File: src/inc/line_power_pkg.sv
// Constants for the serial-line power controller.
// Assumes a 40 MHz core clock; times are converted to cycles here.
package line_power_pkg;

   localparam longint CLK_HZ         = 40000000;
   localparam longint IDLE_TIME_S    = 30;
   localparam longint WAKE_TIME_US   = 100;
   localparam longint IDLE_CYCLES    = IDLE_TIME_S * CLK_HZ;
   localparam longint WAKE_CYCLES    = (WAKE_TIME_US * CLK_HZ) / 1000000;

   // AXI4-Lite register map (byte addresses)
   localparam logic [7:0] CTRL_ADDR   = 8'h00;
   localparam logic [7:0] STATUS_ADDR = 8'h04;

   // CTRL field positions
   localparam int CTRL_VARIANT_BIT = 0;
   localparam int CTRL_USE_REG_BIT = 1;
   localparam int CTRL_WAKE_BIT    = 2;
   localparam int CTRL_SHUTDOWN_N_BIT = 3;
   localparam logic [3:0] CTRL_RESET = 4'h8;

   // STATUS field positions
   localparam int STAT_ACTIVE_BIT = 0;
   localparam int STAT_READY_BIT  = 1;
   localparam int STAT_LEVEL_BIT  = 2;
   localparam int STAT_AUTO_BIT   = 3;
   localparam int STAT_WAKING_BIT = 4;

   localparam logic [1:0] RESP_OKAY   = 2'h0;
   localparam logic [1:0] RESP_SLVERR = 2'h2;

   typedef enum logic [1:0] {
      PWR_OFF,
      PWR_WAKING,
      PWR_ACTIVE
   } pwr_state_t;

endpackage : line_power_pkg

File: src/design/edge_sync.sv
// Two-flop synchroniser bank with change detection per bit.
// Assumes inputs are asynchronous to aclk.
`timescale 1ns/1ps
module edge_sync #(
   parameter int WIDTH = 4
) (
   // Clock and reset
   input  wire logic             aclk,
   input  wire logic             aresetn,
   // Raw and synchronised signals
   input  wire logic [WIDTH-1:0] async_in,
   output logic      [WIDTH-1:0] sync_out,
   output logic                  any_change
);

   logic [WIDTH-1:0] meta_r;
   logic [WIDTH-1:0] stage_r;
   logic [WIDTH-1:0] prev_r;
   logic [WIDTH-1:0] diff;

   generate
      if (WIDTH < 1)
      begin : g_bad_width
         $error("edge_sync: width must be at least one");
      end
   endgenerate

   genvar i;
   generate
      for (i = 0; i < WIDTH; i++)
      begin : g_bit
         always_ff @(posedge aclk)
         begin
            if (!aresetn)
            begin
               meta_r[i]  <= 1'b0;
               stage_r[i] <= 1'b0;
               prev_r[i]  <= 1'b0;
            end
            else
            begin
               meta_r[i]  <= async_in[i];
               stage_r[i] <= meta_r[i];
               prev_r[i]  <= stage_r[i];
            end
         end
         assign diff[i] = stage_r[i] ^ prev_r[i];
      end
   endgenerate

   assign sync_out   = stage_r;
   assign any_change = |diff;

endmodule : edge_sync

File: src/design/line_power_ctrl.sv
// Power-mode controller of a multi-channel serial line transceiver.
// Assumes pins are asynchronous; software reaches it over AXI4-Lite.
`timescale 1ns/1ps

// Contract
// - Shutdown override low forces shutdown always (pin ignored while CTRL use-register bit set)
// - Auto mode only with shutdown high, wake low
// - Thirty idle seconds in auto shuts down
// - Any edge in auto wakes, restarts timer
// - Two-receiver variant: inverted, always active outputs
// - Three-state variant: outputs float when forced off
// - Three-state variant: extra non-inverting always-active output
// - Level-present high when any receiver valid
// - Level-present ignores both override inputs
// - Shutdown: pumps off, drivers float, ready low
// - Driver enable and ready delayed after wake
// - Wake tied to level-present: idle plus no level
// - Both tied to level-present: follows level only
// - Both-tied mode: three-state outputs float while off
// - Ready only once negative rail regulated
// - Drivers invert their logic inputs
module line_power_ctrl #(
   parameter int     N_RX        = 2,
   parameter int     N_TX        = 2,
   parameter longint IDLE_CYCLES = line_power_pkg::IDLE_CYCLES,
   parameter longint WAKE_CYCLES = line_power_pkg::WAKE_CYCLES
) (
   // Clock and reset
   input  wire logic            aclk,
   input  wire logic            aresetn,
   // Override pins
   input  wire logic            wake_override,
   input  wire logic            shutdown_override_n,
   // Line side
   input  wire logic [N_RX-1:0] rx_line,
   input  wire logic [N_RX-1:0] rx_level_ok,
   input  wire logic            pump_regulated,
   output logic      [N_TX-1:0] tx_line,
   output logic      [N_TX-1:0] tx_line_oe,
   output logic                 pump_enable,
   // Logic side
   input  wire logic [N_TX-1:0] tx_logic,
   output logic      [N_RX-1:0] rx_logic,
   output logic      [N_RX-1:0] rx_logic_oe,
   output logic                 ring_monitor_out,
   output logic                 level_present,
   output logic                 ready,
   // AXI4-Lite slave
   input  wire logic [7:0]      s_axi_awaddr,
   input  wire logic            s_axi_awvalid,
   output logic                 s_axi_awready,
   input  wire logic [31:0]     s_axi_wdata,
   input  wire logic [3:0]      s_axi_wstrb,
   input  wire logic            s_axi_wvalid,
   output logic                 s_axi_wready,
   output logic [1:0]           s_axi_bresp,
   output logic                 s_axi_bvalid,
   input  wire logic            s_axi_bready,
   input  wire logic [7:0]      s_axi_araddr,
   input  wire logic            s_axi_arvalid,
   output logic                 s_axi_arready,
   output logic [31:0]          s_axi_rdata,
   output logic [1:0]           s_axi_rresp,
   output logic                 s_axi_rvalid,
   input  wire logic            s_axi_rready
);

   localparam int NS = 2 * N_RX + N_TX + 2;
   localparam int CW = $clog2(IDLE_CYCLES + 1);
   localparam int WW = $clog2(WAKE_CYCLES + 1);

   generate
      if (N_RX < 2 || N_TX < 1 || IDLE_CYCLES < 1 || WAKE_CYCLES < 1)
      begin : g_bad_params
         $error("line_power_ctrl: unsupported parameter values");
      end
   endgenerate

   // Synchronised pins
   logic [NS-1:0]   sync_bus;
   logic            pin_change;
   logic [N_RX-1:0] rx_s;
   logic [N_RX-1:0] lvl_s;
   logic [N_TX-1:0] tx_s;
   logic            wake_s;
   logic            shutdown_n_s;
   logic            act_edge;

   edge_sync #(
      .WIDTH (NS)
   ) u_sync (
      .aclk       (aclk),
      .aresetn    (aresetn),
      .async_in   ({shutdown_override_n, wake_override, rx_level_ok, tx_logic, rx_line}),
      .sync_out   (sync_bus),
      .any_change (pin_change)
   );

   assign rx_s         = sync_bus[N_RX-1:0];
   assign tx_s         = sync_bus[N_RX+N_TX-1:N_RX];
   assign lvl_s        = sync_bus[2*N_RX+N_TX-1:N_RX+N_TX];
   assign wake_s       = sync_bus[NS-2];
   assign shutdown_n_s = sync_bus[NS-1];

   // Data edges only; override pin changes are not line activity
   logic [N_RX+N_TX-1:0] data_prev_r;
   always_ff @(posedge aclk)
   begin
      if (!aresetn)
         data_prev_r <= '0;
      else
         data_prev_r <= {tx_s, rx_s};
   end
   assign act_edge = pin_change && ({tx_s, rx_s} != data_prev_r);

   // Pump status is a pin too
   logic pump_meta_r;
   logic pump_s_r;
   always_ff @(posedge aclk)
   begin
      if (!aresetn)
      begin
         pump_meta_r <= 1'b0;
         pump_s_r    <= 1'b0;
      end
      else
      begin
         pump_meta_r <= pump_regulated;
         pump_s_r    <= pump_meta_r;
      end
   end

   // Control register
   logic [3:0] ctrl_r;
   logic       variant_3st;
   logic       eff_wake;
   logic       eff_shutdown_n;
   assign variant_3st = ctrl_r[line_power_pkg::CTRL_VARIANT_BIT];
   // Register copy of overrides lets software act as the sleep line
   assign eff_wake       = ctrl_r[line_power_pkg::CTRL_USE_REG_BIT] ?
                           ctrl_r[line_power_pkg::CTRL_WAKE_BIT] : wake_s;
   assign eff_shutdown_n = ctrl_r[line_power_pkg::CTRL_USE_REG_BIT] ?
                           ctrl_r[line_power_pkg::CTRL_SHUTDOWN_N_BIT] : shutdown_n_s;

   // Level-present derives from receiver levels alone
   logic level_r;
   always_ff @(posedge aclk)
   begin
      if (!aresetn)
         level_r <= 1'b0;
      else
         level_r <= |lvl_s;
   end
   assign level_present = level_r;

   // Inactivity counter
   logic [CW-1:0] idle_cnt_r;
   logic          idle_expired;
   logic          auto_mode;
   assign auto_mode    = eff_shutdown_n && !eff_wake;
   assign idle_expired = (idle_cnt_r == CW'(IDLE_CYCLES));

   always_ff @(posedge aclk)
   begin
      if (!aresetn)
         idle_cnt_r <= '0;
      else if (act_edge)
         idle_cnt_r <= '0;
      else if (!idle_expired)
         idle_cnt_r <= idle_cnt_r + CW'(1);
   end

   // Desired power: tied-override modes fall out of pin levels
   logic want_on;
   assign want_on = eff_shutdown_n && (eff_wake || !idle_expired);

   // Power state machine
   line_power_pkg::pwr_state_t state_r;
   logic [WW-1:0]              wake_cnt_r;

   always_ff @(posedge aclk)
   begin
      if (!aresetn)
         state_r <= line_power_pkg::PWR_OFF;
      else
      begin
         case (state_r)
            line_power_pkg::PWR_OFF:
               if (want_on)
                  state_r <= line_power_pkg::PWR_WAKING;
            line_power_pkg::PWR_WAKING:
               if (!want_on)
                  state_r <= line_power_pkg::PWR_OFF;
               else if (wake_cnt_r == WW'(WAKE_CYCLES - 1))
                  state_r <= line_power_pkg::PWR_ACTIVE;
            line_power_pkg::PWR_ACTIVE:
               if (!want_on)
                  state_r <= line_power_pkg::PWR_OFF;
            default:
               state_r <= line_power_pkg::PWR_OFF;
         endcase
      end
   end

   always_ff @(posedge aclk)
   begin
      if (!aresetn)
         wake_cnt_r <= '0;
      else if (state_r == line_power_pkg::PWR_WAKING)
         wake_cnt_r <= wake_cnt_r + WW'(1);
      else
         wake_cnt_r <= '0;
   end

   // Outputs from flops
   logic            pwr_on;
   logic            pump_en_r;
   logic [N_TX-1:0] tx_r;
   logic [N_TX-1:0] tx_oe_r;
   logic [N_RX-1:0] rx_r;
   logic [N_RX-1:0] rx_oe_r;
   logic            ring_r;
   logic            ready_r;
   assign pwr_on = (state_r == line_power_pkg::PWR_ACTIVE);

   always_ff @(posedge aclk)
   begin
      if (!aresetn)
      begin
         pump_en_r <= 1'b0;
         tx_r      <= '0;
         tx_oe_r   <= '0;
         ready_r   <= 1'b0;
      end
      else
      begin
         pump_en_r <= (state_r != line_power_pkg::PWR_OFF);
         tx_r      <= ~tx_s;
         tx_oe_r   <= {N_TX{pwr_on}};
         ready_r   <= pwr_on && pump_s_r;
      end
   end

   always_ff @(posedge aclk)
   begin
      if (!aresetn)
      begin
         rx_r    <= '0;
         rx_oe_r <= '0;
         ring_r  <= 1'b0;
      end
      else
      begin
         rx_r    <= ~rx_s;
         // Float only on the three-state part and only when forced off
         rx_oe_r <= {N_RX{!(variant_3st && !eff_shutdown_n)}};
         ring_r  <= rx_s[1];
      end
   end

   assign pump_enable      = pump_en_r;
   assign tx_line          = tx_r;
   assign tx_line_oe       = tx_oe_r;
   assign rx_logic         = rx_r;
   assign rx_logic_oe      = rx_oe_r;
   assign ring_monitor_out = ring_r;
   assign ready            = ready_r;

   // AXI4-Lite write side: address and data taken in either order
   logic       aw_held_r;
   logic       w_held_r;
   logic [7:0] aw_addr_r;
   logic [31:0] w_data_r;
   logic [3:0] w_strb_r;
   logic       bvalid_r;
   logic [1:0] bresp_r;
   logic       do_write;

   assign s_axi_awready = !aw_held_r && !bvalid_r;
   assign s_axi_wready  = !w_held_r && !bvalid_r;
   assign do_write      = aw_held_r && w_held_r && !bvalid_r;

   always_ff @(posedge aclk)
   begin
      if (!aresetn)
      begin
         aw_held_r <= 1'b0;
         w_held_r  <= 1'b0;
         aw_addr_r <= '0;
         w_data_r  <= '0;
         w_strb_r  <= '0;
      end
      else
      begin
         if (s_axi_awvalid && s_axi_awready)
         begin
            aw_held_r <= 1'b1;
            aw_addr_r <= s_axi_awaddr;
         end
         else if (do_write)
            aw_held_r <= 1'b0;
         if (s_axi_wvalid && s_axi_wready)
         begin
            w_held_r <= 1'b1;
            w_data_r <= s_axi_wdata;
            w_strb_r <= s_axi_wstrb;
         end
         else if (do_write)
            w_held_r <= 1'b0;
      end
   end

   always_ff @(posedge aclk)
   begin
      if (!aresetn)
      begin
         bvalid_r <= 1'b0;
         bresp_r  <= line_power_pkg::RESP_OKAY;
      end
      else if (do_write)
      begin
         bvalid_r <= 1'b1;
         bresp_r  <= (aw_addr_r[7:2] == line_power_pkg::CTRL_ADDR[7:2] ||
                      aw_addr_r[7:2] == line_power_pkg::STATUS_ADDR[7:2]) ?
                     line_power_pkg::RESP_OKAY : line_power_pkg::RESP_SLVERR;
      end
      else if (s_axi_bready)
         bvalid_r <= 1'b0;
   end

   always_ff @(posedge aclk)
   begin
      if (!aresetn)
         ctrl_r <= line_power_pkg::CTRL_RESET;
      else if (do_write && w_strb_r[0] &&
               aw_addr_r[7:2] == line_power_pkg::CTRL_ADDR[7:2])
         ctrl_r <= w_data_r[3:0];
   end

   assign s_axi_bvalid = bvalid_r;
   assign s_axi_bresp  = bresp_r;

   // AXI4-Lite read side
   logic        rvalid_r;
   logic [31:0] rdata_r;
   logic [1:0]  rresp_r;
   logic [31:0] status_word;

   always_comb
   begin
      status_word = '0;
      status_word[line_power_pkg::STAT_ACTIVE_BIT] = pwr_on;
      status_word[line_power_pkg::STAT_READY_BIT]  = ready_r;
      status_word[line_power_pkg::STAT_LEVEL_BIT]  = level_r;
      status_word[line_power_pkg::STAT_AUTO_BIT]   = auto_mode;
      status_word[line_power_pkg::STAT_WAKING_BIT] =
         (state_r == line_power_pkg::PWR_WAKING);
   end

   assign s_axi_arready = !rvalid_r;

   always_ff @(posedge aclk)
   begin
      if (!aresetn)
      begin
         rvalid_r <= 1'b0;
         rdata_r  <= '0;
         rresp_r  <= line_power_pkg::RESP_OKAY;
      end
      else if (s_axi_arvalid && !rvalid_r)
      begin
         rvalid_r <= 1'b1;
         rresp_r  <= line_power_pkg::RESP_OKAY;
         if (s_axi_araddr[7:2] == line_power_pkg::CTRL_ADDR[7:2])
            rdata_r <= {28'h0000000, ctrl_r};
         else if (s_axi_araddr[7:2] == line_power_pkg::STATUS_ADDR[7:2])
            rdata_r <= status_word;
         else
         begin
            rdata_r <= '0;
            rresp_r <= line_power_pkg::RESP_SLVERR;
         end
      end
      else if (s_axi_rready)
         rvalid_r <= 1'b0;
   end

   assign s_axi_rvalid = rvalid_r;
   assign s_axi_rdata  = rdata_r;
   assign s_axi_rresp  = rresp_r;

endmodule : line_power_ctrl

File: config.mk
export PLATFORM = sky130hd
export DESIGN_NAME = line_power_ctrl
export DESIGN_NICKNAME = d
export VERILOG_FILES = /design/src/inc/line_power_pkg.sv /design/src/design/edge_sync.sv /design/src/design/line_power_ctrl.sv
export SDC_FILE = /design/constraint.sdc
export NUM_CORES = 1
export LEC_CHECK = 0
export BUFFER_PORTS_ARGS = -buffer_cell sky130_fd_sc_hd__buf_4
export CAP_MARGIN = 20
export CORE_UTILIZATION = 28
export CTS_CLUSTER_DIAMETER = 30
export CTS_CLUSTER_SIZE = 10
export DETAILED_ROUTE_END_ITERATION = 8
export HOLD_SLACK_MARGIN = 0.03
export SETUP_SLACK_MARGIN = 0.4
export SKIP_LAST_GASP = 1
export SYNTH_ARGS = -nofsm -noshare
export SYNTH_HDL_FRONTEND = slang
export SYNTH_SLANG_ARGS = --single-unit
export TNS_END_PERCENT = 1
File: constraint.sdc
create_clock -name aclk -period 4.67 [get_ports aclk]
set_clock_uncertainty 0.15 [all_clocks]
set_input_delay 0 -clock aclk [delete_from_list [all_inputs] [get_ports aclk]]
set_output_delay 0 -clock aclk [all_outputs]
set_load 0.02 [all_outputs]
After elaboration in Yosys (flattened, before gate mapping):

Cells that the tools add are included.

* register bits: 141
* input port bits: 68
* output and inout port bits: 53
* word-level logic and storage cells: 127

* $add $sub $neg: 2
* equality and inequality tests: 10
* mux-type cells: 19
* bitwise operators: 11
* reductions and logical operators: 37

Operator list (count)
* 31-bit by 1-bit adder with 31-bit output (second input constant): 1
* 31-bit equality test (second input constant): 1
* 1-bit logical AND: 14
* 2-bit 2-to-1 mux: 7
* 12-bit by 1-bit adder with 12-bit output (second input constant): 1
* 12-bit equality test (second input constant): 1
* 6-bit by 1-bit equality test with 1-bit output (second input constant): 2
* 6-bit zero test: 2
* 5-bit 2-to-1 mux: 2
* 2-bit nonzero test: 5
* 1-bit 2-to-1 mux: 9
* 1-bit zero test: 8
* 8-bit OR reduction: 1
* 1-bit bitwise XOR: 8
* 2-bit one-hot mux with 3 select lines: 1
* 2-bit != test (second input constant): 2
* 4-bit != test: 1
* 2-bit inverter: 2
* 2-bit OR reduction: 2
* 3-bit by 2-bit != test with 1-bit output (second input constant): 1
* 3-bit AND reduction: 1
* 2-bit by 1-bit equality test with 1-bit output (second input constant): 1
* 2-bit equality test (second input constant): 1
* 2-bit zero test: 1
* other kinds (3): 4

Logic depth before layout (Yosys ltp):

* depth after elaboration: 6
* gate-level depth with buffers: 7
* gate-level depth less buffers: 6

Hierarchy:

A second synthesis with hierarchy kept.

* cells, all modules: 495
* area, all modules: 4682.0 µm²

By module, submodules not included
* line_power_ctrl: instances 1, cells each 434, area each 3955.0 µm²
* edge_sync: instances 1, cells each 61, area each 726.9 µm²

Least setup slack after synthesis:

Ideal clock, no wire load.

* path kind: reg2reg
* from: register idle_cnt_r[0]
* to: register idle_cnt_r[30]
* arrival: 1.941 ns
* required time: 4.450 ns
* slack: 2.508 ns
* cell stages (with the launch flop): 7
* buffers on the path: 1
* clock period less this slack: 2.162 ns
* path through: dfxtp_1 -> ha_1 -> inv_1 -> or4_1 -> buf_2 -> or4_1 -> a21oi_1

* word-level cells in the longest chain between the ends: 1
* elaborated cells between the ends (all ways): 2
* classes of those cells: add/sub (1); eq/ne (1)

RTL lines
* from (decl): line line_power_ctrl.sv:157 `logic [CW-1:0] idle_cnt_r;`
* from (signal assigned): line line_power_ctrl.sv:170 `idle_cnt_r <= idle_cnt_r + CW'(1);`
* 31-bit by 1-bit adder with 31-bit output or 31-bit equality test (tied branches): line line_power_ctrl.sv:170, line_power_ctrl.sv:161

Several ways; a longest one is shown, not always the timed one.
A chain may end at the register's enable or synchronous reset.

Worst setup path in the final report:

* from: register idle_cnt_r[9]
* to: register idle_cnt_r[20]

The elaborated chain is that of the path after synthesis.

==> out/qor.csv <==
metric;value;unit
grt-ovfl-total;0;
cp-end-kind;register;
slew_viol_final;0;
outcome;completed;
crit_buf_inv;0;
final_nets;629;
die_w;126.5;um
cts_tree;yes;
layout-drive-gt1-share;14.23;%
m1WireLength;4.053;mm
crit_required;4.77;ns
cts_buffers;9;
hold_path_end;aw_held_r;
grt_pass1_vias;3309;
syn_area_per_cell;9.395;sq um
cts.path.max_buffers;2;
io_buffers;56;
cp_slowest_cell;or4_1;
antenna_found_initial;0;
hp-start;s_axi_awvalid;
vdd_drop_max;220.9;uV
die_y;126.5;um
route.detailed.drc;0;
critical_path_class;reg -> reg;
synth_edf_count;0;
synth_flop_cell;dfxtp_1;
synthTopCellsByArea;dfxtp_1 (47%), buf_4 (5.4%), mux2i_1 (4.2%);
setup_violations;0;
reg2reg_to;idle_cnt_r[20];
reg2regPathDepth;4;
initial_utilization;28.66;%
whs;0.1226;ns
cp.arrival;2.59;ns
fmax;401.5;MHz
cts.clk_slew.worst_paths;0.07;ns
netlist_area;0.004340;sq mm
ys_types;44;
ys_seq_area_share;47.05;%
drv_cap;0;
ys_async_sr_fraction;0;%
postSynthCellCount;462;
period_share;53.33;%
drt-pass1-iter-count;4;
min_period;2.491;ns
power_density;333.3;mW/mm^2
io_pins;121;
crit_chain;and4_1 > nand4_1 > or4_1 > a21oi_1;
drtIter0Drc;107;
hold_violations;0;
dr_total_vias;3470;
clock_latency;0.34;ns
hold_class;in -> reg;
cts_sinks;102;
n_antenna_cell;0;
grt_pass1_wl;15.08;mm
grt_util_all_layers;11.44;%
routed_wl;8.719;mm
synth_top_area_share;47.05;%
antenna_left;0;
hpwl;5.832;mm
power.total;1.873;mW
met3_length;248;um
wl_per_cell;11.63;um
place.gp.congestion;0.7800;
max_slew.worst_pin.slew;0.9907;ns
hold_depth;4;
top_layer;met4;
root_buffer;clkbuf_16;
critical_path.max_stage_delay;0.74;ns
core_region_area;0.01515;sq mm
synth_warnings;0;
path_delay_family;simple AND/OR/NAND/NOR gates;
htreeDepth;3;
postCtsSetupBuffers;0;
rows;45;
grt_setup_unrepaired;no;
yosys_register_bits;102;
start_kind;register;
r2r_slack;2.18;ns
final.setup.tns;0;ns
wl_met2;4.305;mm
grt_max_degree;62;
die_area;0.01600;sq mm
r2r_start;idle_cnt_r[9];
yosysTopAreaCell;dfxtp_1;
p_leak;2.117;nW
slew_headroom;33.79;%
path_max_fanout;24;
area_growth;29.46;%
routed_via_density;4.627;
[per-stage QoR]
stage	cell area (sq um)	instances	setup slack, ns	utilization [%]
final	5619	750	2.179	37.10
after global routing	5619	750	1.968	37.10
after CTS	5619	750	2.203	37.10
after detailed placement	4798	685	2.214	31.68
after global placement	4798	685	2.290	31.68
after floorplan	4446	490	2.508	-
[where the power goes]
part | internal, mW | total (mW) | switching [mW]
Combinational | 0.0847 | 0.172 | 0.0869
Clock | 0.482 | 0.793 | 0.311
Sequential | 0.894 | 0.909 | 0.0147
[Yosys cell counts (10+ instances only)]
library cell    n
dfxtp_1       102
o31ai_1        14
or4_1          18
a21oi_1        22
nand4_1        12
inv_1          10
xor2_1         13
buf_4          31
nor2b_1        24
nor2_1         26
xnor2_1        11
mux2i_1        18
nand2_1        26
clkbuf_1       15
and2_1         26
nand3_1        22
[cell usage in the layout, fill, tap and decap left out, types with 2 or more instances in the layout]
master	instances
inv_1	10
conb_1	29
dlygate4sd3_1	50
o31ai_1	14
buf_4	56
o21a_1	3
mux2i_1	18
nand2b_1	6
nand4_1	12
o21ai_0	4
nor4b_1	5
nand2_1	26
mux2_2	4
nand3_1	22
clkbuf_16	9
or3_1	5
a21oi_1	22
xor2_1	13
a21boi_0	6
and2_1	26
and3_1	4
ha_1	3
dfxtp_1	102
bufinv_16	2
nor4_1	6
nor2b_1	24
nor2_1	26
nor3_1	6
and4_1	2
or4_1	18
o211a_1	2
xnor2_1	11
[how the worst max path moves through the flow]
stage	from	cells past startpoint	end	slack, ns
detailed placement	idle_cnt_r[9]	4	idle_cnt_r[25]	2.21
floorplan	idle_cnt_r[0]	6	idle_cnt_r[30]	2.51
global placement	idle_cnt_r[1]	5	idle_cnt_r[30]	2.29
CTS	idle_cnt_r[9]	4	idle_cnt_r[20]	2.20
global route	u_sync.sync_out[2]	4	idle_cnt_r[20]	1.97
finish	idle_cnt_r[9]	4	idle_cnt_r[20]	2.18
[repair_timing]
action | in CTS | in global routing
hold buffers | 50 | 0
hold endpoints to repair | 51 | 0
gates resized for setup | 0 | 0
[state kept, by name, indices dropped and copies added, names as in the netlist, 2 cells and up]
register and count:
state_r 2, u_sync.meta_r 8, data_prev_r 4, ctrl_r 4, s_axi_rdata 5, aw_addr_r 6, u_sync.sync_out 8, wake_cnt_r 12
tx_line 2, w_data_r 4, idle_cnt_r 31, rx_logic 2
[logic make-up after synthesis]
group	synth area share, %
compound gates	8.389
xor+xnor	4.843
fa+ha+maj	0.8649
buf+inv	7.841
flops	47.05
mux	5.189
other cells	0.08640
simple gates	25.74
[layout make-up]
type	instances	area [sq um]
Clock buffer	10	239.0
Clock inverter	5	81.33
Fill cell	1510	9527
Inverter	10	37.54
Multi-Input combinational cell	329	2063
Sequential cell	102	2042
Tap cell	188	235.2
Timing Repair Buffer	106	920.9
[worst reg2reg max path, stage by stage (launching register included)]
cell	delay (ns)
dfxtp_1	0.44
and4_1	0.23
nand4_1	0.66
or4_1	0.74
a21oi_1	0.18
[layer usage]
layer  GRT usage [%]  up-vias
met5               0        -
met4           4.252        0
met3           2.278        7
met2           20.28       67
met1           13.63     1655
li1                -     1741
Note: power is estimated with default switching activity, not from simulation.
